--- config.mk ---
export PLATFORM = sky130hd
export DESIGN_NAME = boot_init_sequencer
export DESIGN_NICKNAME = d
export VERILOG_FILES = /design/src/verilog/boot_init_pkg.sv /design/src/verilog/boot_init_sequencer.sv /design/src/verilog/checksum_acc.sv
export SDC_FILE = /design/constraint.sdc
export NUM_CORES = 1
export LEC_CHECK = 0
export BUFFER_PORTS_ARGS = -buffer_cell sky130_fd_sc_hd__buf_2
export CAP_MARGIN = 15
export CORE_MARGIN = 2
export CORE_UTILIZATION = 50
export CTS_CLUSTER_DIAMETER = 50
export CTS_CLUSTER_SIZE = 30
export DETAILED_ROUTE_END_ITERATION = 8
export GPL_ROUTABILITY_DRIVEN = 1
export PLACE_DENSITY = 0.78
export SYNTH_ARGS = -nofsm -noshare
export SYNTH_HDL_FRONTEND = slang
export SYNTH_SLANG_ARGS = --single-unit
--- constraint.sdc ---
create_clock -name clk_sys -period 3.5 [get_ports clk_sys]
set_clock_uncertainty 0.2 [all_clocks]
set_input_delay 0.35 -clock clk_sys [delete_from_list [all_inputs] [get_ports clk_sys]]
set_output_delay 0.35 -clock clk_sys [all_outputs]
set_load 0.01 [all_outputs]
--- src/verilog/boot_init_pkg.sv ---
// Purpose: Shared constants and types for the start-up sequencer
// Assumes: 32-bit local bus, word reads only
// Notes: Byte offsets are addresses on the local bus

package boot_init_pkg;

    // ========================================
    // Widths and counts
    localparam int WORD_W = 32;
    localparam int CHECK_WORDS = 8;
    localparam int IDX_W = 3;
    localparam int PRIO_W = 5;
    localparam int TRACE_W = 8;

    // ========================================
    // Check words
    localparam logic [WORD_W-1:0] CHECK_BASE_ADDR = 32'h0000_0000;
    localparam logic [WORD_W-1:0] CHECK_SEED = 32'hFFFF_FFFF;
    localparam logic CHECK_CARRY_SEED = 1'b1;
    localparam logic [IDX_W-1:0] IDX_SAT_BASE = 3'h0;
    localparam logic [IDX_W-1:0] IDX_PRCB_BASE = 3'h1;
    localparam logic [IDX_W-1:0] IDX_START_IP = 3'h3;
    localparam logic [IDX_W-1:0] IDX_LAST = 3'h7;
    localparam logic [WORD_W-1:0] WORD_BYTES = 32'h0000_0004;

    // ========================================
    // Control block layout
    localparam logic [WORD_W-1:0] PRCB_FLAG_OFS = 32'h0000_0004;
    localparam logic [WORD_W-1:0] PRCB_ISP_OFS = 32'h0000_0018;
    localparam int WEP_BIT = 31;

    // ========================================
    // Reset and preset values
    localparam logic [PRIO_W-1:0] PRIO_MAX = 5'h1F;
    localparam logic [PRIO_W-1:0] PRIO_RESET = 5'h00;
    localparam logic [TRACE_W-1:0] TRACE_RESET = 8'h00;
    localparam logic [WORD_W-1:0] PTR_RESET = 32'h0000_0000;

    // ========================================
    // Types
    typedef enum logic [9:0] {
        ST_SELF_TEST   = 10'h001,
        ST_STRAP       = 10'h002,
        ST_READ_CHECK  = 10'h004,
        ST_EVAL        = 10'h008,
        ST_READ_FLAG   = 10'h010,
        ST_READ_ISP    = 10'h020,
        ST_START       = 10'h040,
        ST_RUNNING     = 10'h080,
        ST_STOPPED     = 10'h100,
        ST_STOPPED_INT = 10'h200
    } seq_state_e;

    typedef enum logic [3:0] {
        PS_EXECUTING   = 4'h1,
        PS_INTERRUPTED = 4'h2,
        PS_STOPPED     = 4'h4,
        PS_STOPPED_INT = 4'h8
    } proc_state_e;

    typedef struct packed {
        proc_state_e state;
        logic [PRIO_W-1:0] prio;
        logic supervisorMode;
        logic [TRACE_W-1:0] traceControls;
        logic breakpointEnable;
    } proc_ctrl_s;

    typedef struct packed {
        logic [WORD_W-1:0] addressTableBase;
        logic [WORD_W-1:0] controlBlockBase;
        logic [WORD_W-1:0] startIp;
        logic [WORD_W-1:0] framePointer;
        logic writeExtPriority;
    } boot_ptrs_s;

endpackage

--- src/verilog/boot_init_sequencer.sv ---
// Purpose: Start-up sequencer: self test, strap check, check words, control block load
// Assumes: Single-word reads on the local bus, memAck one cycle pulse per read
// Notes: Reinitialize message reloads the control block and restarts execution

`timescale 1ns/1ps

module boot_init_sequencer #(
    parameter int W = boot_init_pkg::WORD_W
) (
    input wire logic clk_sys,
    input wire logic rst_n,
    input wire logic localCpuNumber,
    input wire logic bootLeaderSelect,
    output logic selfTestRun,
    input wire logic selfTestDone,
    input wire logic selfTestPass,
    output logic selfTestFailOut,
    output logic memReq,
    output logic [W-1:0] memAddr,
    input wire logic memAck,
    input wire logic [W-1:0] memData,
    input wire logic reinitReq,
    input wire logic [W-1:0] reinitTableBase,
    input wire logic [W-1:0] reinitControlBase,
    output logic reinitAccept,
    input wire logic serviceStart,
    input wire logic serviceDone,
    input wire logic nonMessageIrq,
    input wire logic modifyControlsExec,
    input wire logic prioLoad,
    input wire logic [boot_init_pkg::PRIO_W-1:0] prioLoadValue,
    output logic priorityWriteStrobe,
    output logic [boot_init_pkg::PRIO_W-1:0] priorityWriteValue,
    output logic cpuNumber,
    output logic flagReservedError,
    output logic clearLatchedRequests,
    output logic beginExecution,
    output boot_init_pkg::boot_ptrs_s bootPtrs,
    output boot_init_pkg::proc_ctrl_s procCtrl
);

    boot_init_pkg::seq_state_e state_reg;
    boot_init_pkg::seq_state_e state_next;
    logic [boot_init_pkg::IDX_W-1:0] wordIdx_reg;
    logic [W-1:0] memAddr_reg;
    logic [W-1:0] memAddr_next;
    logic failOut_reg;
    logic cpuNumber_reg;
    logic flagErr_reg;
    logic clearLatched_reg;
    logic begin_reg;
    logic prioWr_reg;
    logic [boot_init_pkg::PRIO_W-1:0] prioWrVal_reg;
    boot_init_pkg::boot_ptrs_s ptrs_reg;
    boot_init_pkg::proc_ctrl_s ctrl_reg;
    logic checkClear;
    logic checkAdd;
    logic checkZero;
    logic reinitTake;
    logic lastCheck;

    // ========================================
    // Check sum accumulator
    checksum_acc #(
        .W(W)
    ) u_checksum (
        .clk_sys(clk_sys),
        .rst_n(rst_n),
        .clear(checkClear),
        .addEn(checkAdd),
        .word(memData),
        .sum(),
        .isZero(checkZero)
    );

    assign checkClear = (state_reg == boot_init_pkg::ST_STRAP);
    assign checkAdd = (state_reg == boot_init_pkg::ST_READ_CHECK) && memAck;
    assign lastCheck = (wordIdx_reg == boot_init_pkg::IDX_LAST);

    // ========================================
    // Reinitialize acceptance
    always_comb begin
        reinitTake = reinitReq && ((state_reg == boot_init_pkg::ST_RUNNING) ||
                                   (state_reg == boot_init_pkg::ST_STOPPED) ||
                                   (state_reg == boot_init_pkg::ST_STOPPED_INT));
    end

    assign reinitAccept = reinitTake;

    // ========================================
    // Sequencer next state
    always_comb begin
        state_next = state_reg;
        case (state_reg)
            boot_init_pkg::ST_SELF_TEST: begin
                if (selfTestDone) begin
                    state_next = selfTestPass ? boot_init_pkg::ST_STRAP : boot_init_pkg::ST_STOPPED;
                end
            end
            boot_init_pkg::ST_STRAP: begin
                state_next = bootLeaderSelect ? boot_init_pkg::ST_READ_CHECK : boot_init_pkg::ST_STOPPED;
            end
            boot_init_pkg::ST_READ_CHECK: begin
                if (memAck && lastCheck) begin
                    state_next = boot_init_pkg::ST_EVAL;
                end
            end
            boot_init_pkg::ST_EVAL: begin
                state_next = checkZero ? boot_init_pkg::ST_READ_FLAG : boot_init_pkg::ST_STOPPED;
            end
            boot_init_pkg::ST_READ_FLAG: begin
                if (memAck) begin
                    state_next = boot_init_pkg::ST_READ_ISP;
                end
            end
            boot_init_pkg::ST_READ_ISP: begin
                if (memAck) begin
                    state_next = boot_init_pkg::ST_START;
                end
            end
            boot_init_pkg::ST_START: begin
                state_next = boot_init_pkg::ST_RUNNING;
            end
            boot_init_pkg::ST_RUNNING: begin
                if (reinitTake) begin
                    state_next = boot_init_pkg::ST_READ_FLAG;
                end
            end
            boot_init_pkg::ST_STOPPED: begin
                if (reinitTake) begin
                    state_next = boot_init_pkg::ST_READ_FLAG;
                end else if (serviceStart) begin
                    state_next = boot_init_pkg::ST_STOPPED_INT;
                end
            end
            boot_init_pkg::ST_STOPPED_INT: begin
                if (reinitTake) begin
                    state_next = boot_init_pkg::ST_READ_FLAG;
                end else if (serviceDone) begin
                    state_next = boot_init_pkg::ST_STOPPED;
                end
            end
            default: begin
                state_next = boot_init_pkg::ST_STOPPED;
            end
        endcase
    end

    // Reset restarts the whole sequence
    always_ff @(posedge clk_sys) begin
        if (!rst_n) begin
            state_reg <= boot_init_pkg::ST_SELF_TEST;
        end else begin
            state_reg <= state_next;
        end
    end

    // ========================================
    // Strap capture while reset is held
    always_ff @(posedge clk_sys) begin
        if (!rst_n) begin
            cpuNumber_reg <= localCpuNumber;
        end
    end

    // ========================================
    // Self_test_fail_out output
    always_ff @(posedge clk_sys) begin
        if (!rst_n) begin
            failOut_reg <= 1'b1;
        end else if (state_reg == boot_init_pkg::ST_SELF_TEST && selfTestDone && selfTestPass) begin
            failOut_reg <= 1'b0;
        end else if (state_reg == boot_init_pkg::ST_EVAL && !checkZero) begin
            failOut_reg <= 1'b1;
        end
    end

    // ========================================
    // Word index and read address
    always_ff @(posedge clk_sys) begin
        if (!rst_n || state_reg == boot_init_pkg::ST_STRAP) begin
            wordIdx_reg <= '0;
        end else if (checkAdd) begin
            wordIdx_reg <= wordIdx_reg + 3'h1;
        end
    end

    always_comb begin
        memAddr_next = memAddr_reg;
        case (state_next)
            boot_init_pkg::ST_READ_CHECK: begin
                if (state_reg != boot_init_pkg::ST_READ_CHECK) begin
                    memAddr_next = boot_init_pkg::CHECK_BASE_ADDR;
                end else if (memAck) begin
                    memAddr_next = memAddr_reg + boot_init_pkg::WORD_BYTES;
                end
            end
            boot_init_pkg::ST_READ_FLAG: begin
                if (reinitTake) begin
                    memAddr_next = reinitControlBase + boot_init_pkg::PRCB_FLAG_OFS;
                end else begin
                    memAddr_next = ptrs_reg.controlBlockBase + boot_init_pkg::PRCB_FLAG_OFS;
                end
            end
            boot_init_pkg::ST_READ_ISP: begin
                memAddr_next = ptrs_reg.controlBlockBase + boot_init_pkg::PRCB_ISP_OFS;
            end
            default: begin
                memAddr_next = memAddr_reg;
            end
        endcase
    end

    always_ff @(posedge clk_sys) begin
        if (!rst_n) begin
            memAddr_reg <= boot_init_pkg::CHECK_BASE_ADDR;
        end else begin
            memAddr_reg <= memAddr_next;
        end
    end

    // ========================================
    // Cached pointers
    always_ff @(posedge clk_sys) begin
        if (!rst_n) begin
            ptrs_reg <= '0;
            flagErr_reg <= 1'b0;
        end else begin
            if (checkAdd && wordIdx_reg == boot_init_pkg::IDX_SAT_BASE) begin
                ptrs_reg.addressTableBase <= memData;
            end
            if (checkAdd && wordIdx_reg == boot_init_pkg::IDX_PRCB_BASE) begin
                ptrs_reg.controlBlockBase <= memData;
            end
            if (checkAdd && wordIdx_reg == boot_init_pkg::IDX_START_IP) begin
                ptrs_reg.startIp <= memData;
            end
            if (reinitTake) begin
                ptrs_reg.addressTableBase <= reinitTableBase;
                ptrs_reg.controlBlockBase <= reinitControlBase;
            end
            if (state_reg == boot_init_pkg::ST_READ_FLAG && memAck) begin
                ptrs_reg.writeExtPriority <= memData[boot_init_pkg::WEP_BIT];
                flagErr_reg <= (memData[boot_init_pkg::WEP_BIT-1:0] != '0);
            end
            if (state_reg == boot_init_pkg::ST_READ_ISP && memAck) begin
                ptrs_reg.framePointer <= memData;
            end
        end
    end

    // ========================================
    // Processor controls
    always_ff @(posedge clk_sys) begin
        if (!rst_n) begin
            ctrl_reg.state <= boot_init_pkg::PS_STOPPED;
            ctrl_reg.prio <= boot_init_pkg::PRIO_RESET;
            ctrl_reg.supervisorMode <= 1'b0;
            ctrl_reg.traceControls <= boot_init_pkg::TRACE_RESET;
            ctrl_reg.breakpointEnable <= 1'b0;
        end else if (state_reg == boot_init_pkg::ST_START) begin
            ctrl_reg.state <= boot_init_pkg::PS_INTERRUPTED;
            ctrl_reg.prio <= boot_init_pkg::PRIO_MAX;
            ctrl_reg.supervisorMode <= 1'b1;
            ctrl_reg.traceControls <= boot_init_pkg::TRACE_RESET;
            ctrl_reg.breakpointEnable <= 1'b0;
        end else begin
            if (state_next == boot_init_pkg::ST_STOPPED) begin
                ctrl_reg.state <= boot_init_pkg::PS_STOPPED;
            end else if (state_next == boot_init_pkg::ST_STOPPED_INT) begin
                ctrl_reg.state <= boot_init_pkg::PS_STOPPED_INT;
            end
            if (prioLoad && state_reg == boot_init_pkg::ST_RUNNING) begin
                ctrl_reg.prio <= prioLoadValue;
            end
        end
    end

    // ========================================
    // Start pulses
    always_ff @(posedge clk_sys) begin
        if (!rst_n) begin
            clearLatched_reg <= 1'b0;
            begin_reg <= 1'b0;
        end else begin
            clearLatched_reg <= (state_reg == boot_init_pkg::ST_START);
            begin_reg <= (state_reg == boot_init_pkg::ST_START);
        end
    end

    // ========================================
    // External priority write
    always_ff @(posedge clk_sys) begin
        if (!rst_n) begin
            prioWr_reg <= 1'b0;
            prioWrVal_reg <= boot_init_pkg::PRIO_RESET;
        end else begin
            prioWr_reg <= ptrs_reg.writeExtPriority && (state_reg == boot_init_pkg::ST_RUNNING) &&
                          (nonMessageIrq || modifyControlsExec);
            if (ptrs_reg.writeExtPriority && (nonMessageIrq || modifyControlsExec)) begin
                prioWrVal_reg <= ctrl_reg.prio;
            end
        end
    end

    // ========================================
    // Outputs
    assign selfTestRun = (state_reg == boot_init_pkg::ST_SELF_TEST);
    assign selfTestFailOut = failOut_reg;
    assign memReq = (state_reg == boot_init_pkg::ST_READ_CHECK) ||
                    (state_reg == boot_init_pkg::ST_READ_FLAG) ||
                    (state_reg == boot_init_pkg::ST_READ_ISP);
    assign memAddr = memAddr_reg;
    assign priorityWriteStrobe = prioWr_reg;
    assign priorityWriteValue = prioWrVal_reg;
    assign cpuNumber = cpuNumber_reg;
    assign flagReservedError = flagErr_reg;
    assign clearLatchedRequests = clearLatched_reg;
    assign beginExecution = begin_reg;
    assign bootPtrs = ptrs_reg;
    assign procCtrl = ctrl_reg;

endmodule

--- src/verilog/checksum_acc.sv ---
// Purpose: Add-with-carry accumulator for the check words
// Assumes: One word per addEn pulse
// Notes: Clear reloads the all-ones seed with carry set

`timescale 1ns/1ps

module checksum_acc #(
    parameter int W = 32
) (
    input wire logic clk_sys,
    input wire logic rst_n,
    input wire logic clear,
    input wire logic addEn,
    input wire logic [W-1:0] word,
    output logic [W-1:0] sum,
    output logic isZero
);

    logic [W-1:0] sum_reg;
    logic carry_reg;
    logic [W:0] total;

    // ========================================
    // Accumulate
    always_comb begin
        total = {1'b0, sum_reg} + {1'b0, word} + {{W{1'b0}}, carry_reg};
    end

    always_ff @(posedge clk_sys) begin
        if (!rst_n || clear) begin
            sum_reg <= boot_init_pkg::CHECK_SEED;
            carry_reg <= boot_init_pkg::CHECK_CARRY_SEED;
        end else if (addEn) begin
            sum_reg <= total[W-1:0];
            carry_reg <= total[W];
        end
    end

    assign sum = sum_reg;
    assign isZero = (sum_reg == '0);

endmodule
Word level (Yosys, flattened, before mapping)
Cells that the tools add are included.
W data, S select, Z words.
Cells by class
  equal/unequal tests: 20
  reduce and logical (&&, ||, !) cells: 34
  $add $sub $neg: 7
  bitwise gates (word level): 1
  mux-type cells: 26
Operator list (number)
  $mux W32: 5
  $pmux W10 S10: 1
  $add A32 B3 Y32 const B: 3
  $pmux W32 S3: 1
  $mux W10: 9
  $mux W64: 1
  $add A32 B32 Y33: 1
  $add A33 B1 Y33: 1
  $add A32 B5 Y32 const B: 1
  $logic_not A32 Y1: 1
  $reduce_bool A31 Y1: 1
  $mux W9: 3
  $eq A10 B10 Y1 const B: 2
  $eq A10 B3 Y1 const B: 2
  $eq A10 B5 Y1 const B: 2
  $eq A10 B6 Y1 const B: 2
  $eq A10 B9 Y1 const B: 2
  $logic_and A1 B1 Y1: 15
  $eq A10 B1 Y1 const B: 1
  $eq A10 B2 Y1 const B: 1
  $eq A10 B4 Y1 const B: 1
  $eq A10 B7 Y1 const B: 1
  $eq A10 B8 Y1 const B: 1
  $ne A10 B3 Y1 const B: 1
  17 further kinds: 29
Storage, ports and cells
  logic and storage cells: 108
  register bits: 226

Depth between registers and ports, before layout
  depth in word-level cells: 10
  gate-level depth with buffers: 17
  depth with buffers taken out: 13

Modules after synthesis
A second synthesis with hierarchy kept.
Second synthesis, totals
  cells, all modules: 1771
  area total of the unflattened synthesis: 13978.4 um^2
Modules (own cells, without submodules)
  boot_init_sequencer: instances 1, cells each 1382, area an instance 10945.5 um^2
  checksum_acc: instances 1, cells each 389, area an instance 3032.9 um^2

Worst setup path before layout
OpenSTA, ideal clock, no wires.
  kind: reg-to-reg
  start point: register state_reg[8]
  end point: register memAddr_reg[28] (netlist: memAddr[28])
  period minus slack after synthesis: 3.588 ns
  cell stages (with the launch flop): 18
  buffers on the path: 6
  arrival time: 3.312 ns
  slack: -0.088 ns
  library setup time: 0.076 ns
  required time: 3.224 ns
  cell sequence: dfxtp_1 -> buf_2 -> or3b_4 -> o21a_4 -> nor2_1 -> buf_2 -> buf_2 -> clkbuf_1 -> o21ai_0 -> ha_1 -> clkbuf_1 -> inv_1 -> nor4b_4 -> buf_4 -> nand3_2 -> xor2_1 -> a221o_1 -> o22ai_1
On the way
  longest elaborated chain between the ends: 9
  elaborated cells on any way between the ends: 33
  those cells by class: eq/ne (15); mux (13); reduce/logical (5)
RTL lines
  start, declared: RTL line boot_init_sequencer.sv:42  | boot_init_pkg::seq_state_e state_reg;
  start signal, assigned: RTL line boot_init_sequencer.sv:152  | state_reg <= boot_init_pkg::ST_SELF_TEST;
  start signal, assigned: RTL line boot_init_sequencer.sv:154  | state_reg <= state_next;
  $eq A10 B8 Y1 or $eq A10 B9 Y1 (tied branches): RTL line boot_init_sequencer.sv:83, boot_init_sequencer.sv:94, boot_init_sequencer.sv:84
  $logic_or A1 B1 Y1: RTL line boot_init_sequencer.sv:83  | reinitTake = reinitReq && ((state_reg == boot_init_pkg::ST_RUNNING) ||
  $logic_or A1 B1 Y1: RTL line boot_init_sequencer.sv:84  | (state_reg == boot_init_pkg::ST_STOPPED) ||
  $logic_and A1 B1 Y1: RTL line boot_init_sequencer.sv:83
  $mux W10 (on tied branches): RTL line boot_init_sequencer.sv:137, boot_init_sequencer.sv:125, boot_init_sequencer.sv:130
  $pmux W10 S10: RTL line boot_init_sequencer.sv:94  | case (state_reg)
  $eq A10 B3 Y1, or another cell as far along: RTL line boot_init_sequencer.sv:190  | case (state_next)
  $ne A3 B3 Y1 (no line) or $reduce_bool A3 Y1 (tied branches)
  $reduce_and A2 Y1 (no line)
  end signal, assigned: RTL line boot_init_sequencer.sv:216  | memAddr_reg <= boot_init_pkg::CHECK_BASE_ADDR;
  end signal, assigned: RTL line boot_init_sequencer.sv:218  | memAddr_reg <= memAddr_next;
  end, declared: RTL line boot_init_sequencer.sv:45  | logic [W-1:0] memAddr_reg;
Parallel ways exist; a longest one is shown, timed or not.
A chain may end at the register's enable or synchronous reset.

Final worst setup path
  start point: register u_checksum.sum_reg[0] (netlist: u_checksum.sum[0])
  end point: register u_checksum.sum_reg[26] (netlist: u_checksum.sum[26])
On the way
  longest elaborated chain between the ends: 2
RTL lines
  start, declared: RTL line checksum_acc.sv:19  | logic [W-1:0] sum_reg;
  start signal, assigned: RTL line checksum_acc.sv:31  | sum_reg <= boot_init_pkg::CHECK_SEED;
  start signal, assigned: RTL line checksum_acc.sv:34  | sum_reg <= total[W-1:0];
  $add A32 B32 Y33: RTL line checksum_acc.sv:26  | total = {1'b0, sum_reg} + {1'b0, word} + {{W{1'b0}}, carry_reg};
  $add A33 B1 Y33: RTL line checksum_acc.sv:26
Every way passes these cells.

==> flow_summary.toml <==
[worst_setup_path]
critPathMaxStageDelay_ns = 0.47
cp_num_buf_inv = 2
cp_cell_sequence = "inv_1, fa_1, inv_1, fa_1, a21oi_2, o2bb2ai_1, a311oi_2, o211ai_1, nor3_2, o31ai_2, a21oi_1, or4b_1, nand3_1"
critPathMaxFanout = 3
cpLargestDelayFamily = "compound AO/OA/AOI/OAI gates"
setup.worst_path.end_class = "flop"
crit_required_ns = 3.79
critPathLaunchType = "flop"
worst-setup-path-type = "flop to flop"
worstPathArrival_ns = 3.56
cpMaxStageDelayCell = "or4b_1"

[grt]
grt_max_degree = 88
grt_use_met3_pct = 6.75
met1_usage_pct = 41.7
grt_pass1_wl_mm = 73.7
grt_pass1_vias = 13654
grt_use_met2_pct = 51.8
antenna_found_initial = 0
grt_use_total_pct = 32.2
overflow = 0
grt_busiest_layer = "met2"

[yosys]
netlist_instances = 1672
synth_edf_count = 1
yosys_warnings = 0
syn_area_sq_um = 13300
syn-mean-instance-area_sq_um = 7.93
synthArstFlopShare_pct = 0
synth_cell_types = 82
ys_seq_elements = 226
ys.flop_type = "dfxtp_1"
ys_seq_area_share_pct = 34.2

[die]
start_util_pct = 50.9
core_area_sq_um = 26100
dieArea_sq_um = 27900
die_h_um = 167
std_cell_rows = 59
die_w_um = 167
io_pins = 308

[cts]
cts_max_level = 1
cts_sinks = 226
worstSkewPairLatency_ns = 0.56
clockBufferDepth = 3
cts-root-buf = "clkbuf_16"
clkSlewWorstSetupHoldPaths_ns = 0.06
cts_tree = "yes"
cts_made_buffers = 29

[timing]
slew-limit-headroom_pct = 32.7
slew_violations = 0
worst_slew_pin_slew_ns = 1.01
post-route-period-util_pct = 93.3
hold_slack_ns = 0.0246
rsz0062_at_grt = "no"
setup_viol = 0
fin_crit_ns = 3.26
final_hold_viol_count = 0
fmax_mhz = 306
worst_slack_ns = 0.235

[place]
dp.cells = 2251
gp_congestion = 0.946
dpl.hpwl_mm = 32.4
io_buffers = 297
place_ws_ns = -0.0844

[routing]
routedWlPerCell_um = 19.7
via_per_inst = 6.04
ant_nets = 0
vias = 14507
drtIter0Drc = 1775
routed_wl_mm = 47.2
dr.pass1.iters = 6
route.detailed.drc = 0

[layout]
final_cells = 2400
drive_gt1_share_pct = 21.5
final_common_cell = "buf_2"
nNetsFinal = 2197
largest_register_ffs = 129
antenna_cells = 0
layout_common_cells = "buf_2 (297), nand2_1 (250), dfxtp_1 (225)"
syn_to_final_growth_pct = 29.1

[flow_run]
max_cap_violations = 0

[hold_path]
min-delay-path-class = "input port to flop"

[pwr]
powerDensity_nw_per_um2 = 403
p_leak_nw = 6.99
peakVddDrop_uv = 346
p_total_w = 0.00691

[outcome]
outcome = "complete, no violations"
[cells in the mapped netlist, drive strengths merged, types with 4 or more instances]
cell / number / area [sq um]
a211oi: 82 / 621
a21o: 13 / 97.6
a21oi: 140 / 701
a221o: 5 / 50.1
a221oi: 5 / 61.3
a222oi: 8 / 80.1
a22oi: 4 / 30.0
a31oi: 14 / 87.6
and2: 5 / 31.3
and3: 22 / 138
and4: 7 / 61.3
buf: 43 / 270
clkbuf: 76 / 285
dfxtp: 225 / 4500
ha: 39 / 488
inv: 28 / 105
mux2i: 87 / 871
nand2: 251 / 942
nand2b: 7 / 43.8
nand3: 59 / 315
nand4: 23 / 144
nor2: 181 / 679
nor2b: 4 / 25.0
nor3: 32 / 186
nor3b: 4 / 30.0
nor4: 24 / 165
nor4b: 4 / 56.3
o211ai: 32 / 240
o21a: 11 / 90.1
o21ai: 50 / 254
o21bai: 6 / 45.0
o221ai: 5 / 43.8
o22ai: 18 / 119
o32ai: 4 / 35.0
or2: 4 / 25.0
or3: 5 / 31.3
or4: 4 / 33.8
xnor2: 55 / 482
xor2: 50 / 438
[report_power, final]
part	total [W]	internal, W	switching (W)
logic	0.00115	0.000479	0.000667
registers	0.00279	0.00266	0.000132
clock network	0.00297	0.00161	0.00136
total	0.00691	0.00475	0.00216
[metal layers]
layer	part of all wire [%]	vias up
met2	46	875
met1	39	6708
met3	10	180
met4	4.3	0
li1	-	6744
met5	0	-
[worst register-to-register path: stages, from the launching register on]
cell       delay [ns]
dfxtp_1          0.34
inv_1            0.06
fa_1             0.37
inv_1            0.08
fa_1             0.20
a21oi_2          0.07
o2bb2ai_1        0.26
a311oi_2         0.17
o211ai_1         0.31
nor3_2           0.11
o31ai_2          0.33
a21oi_1          0.13
or4b_1           0.47
nand3_1          0.09
[repair_timing]
action / 4_1_cts / 5_1_grt
setup endpoints to repair: 0 / 8
hold buffers: 94 / 0
endpoints found under the hold margin: 119 / 0
gates resized for setup: 0 / 6
setup buffers: 0 / 1
[per-stage QoR]
step	TNS, ns	utilization (%)	cell area, sq um
4_1_cts	0	65.6	17100
5_1_grt	0	65.7	17100
6_report	0	65.7	17100
2_1_floorplan	0	-	13300
3_3_place_gp	-0.00352	58.3	15200
3_5_place_dp	-0.146	58.3	15200
[cells by family (layout without fill, tap and decap cells)]
group                    Yosys count  count (layout)  share of synthesized area, %
other                              1              10                        0.0283
AND/OR/NAND/NOR                  645             645                          22.6
XOR/XNOR                         105             105                          6.93
AO/OA/AOI/OAI                    418             418                          20.7
buffers and inverters            148             532                          5.02
multiplexers                      88              88                          6.65
flip-flops                       226             226                          34.2
adder cells (fa/ha/maj)           41              41                          3.98
[worst paths after layout]
path / slack (ns) / cells past startpoint / end / startpoint
max reg2reg: 0.24 / 13 / u_checksum.sum[26] / u_checksum.sum[0]
max: 0.24 / 13 / u_checksum.sum[26] / u_checksum.sum[0]
min reg2reg: 0.25 / 2 / bootPtrs[29] / bootPtrs[29]
min: 0.02 / 3 / bootPtrs[74] / reinitControlBase[9]
[final cells by class]
cell class,instances,area [sq um]
Clock inverter,22,234
Fill cell,2160,8930
Clock buffer,32,737
Tap cell,335,419
Timing Repair Buffer,449,2930
Inverter,29,115
Multi-Input combinational cell,1307,8170
Sequential cell,226,4530
No activity file was read; power rests on OpenSTA's default activity.
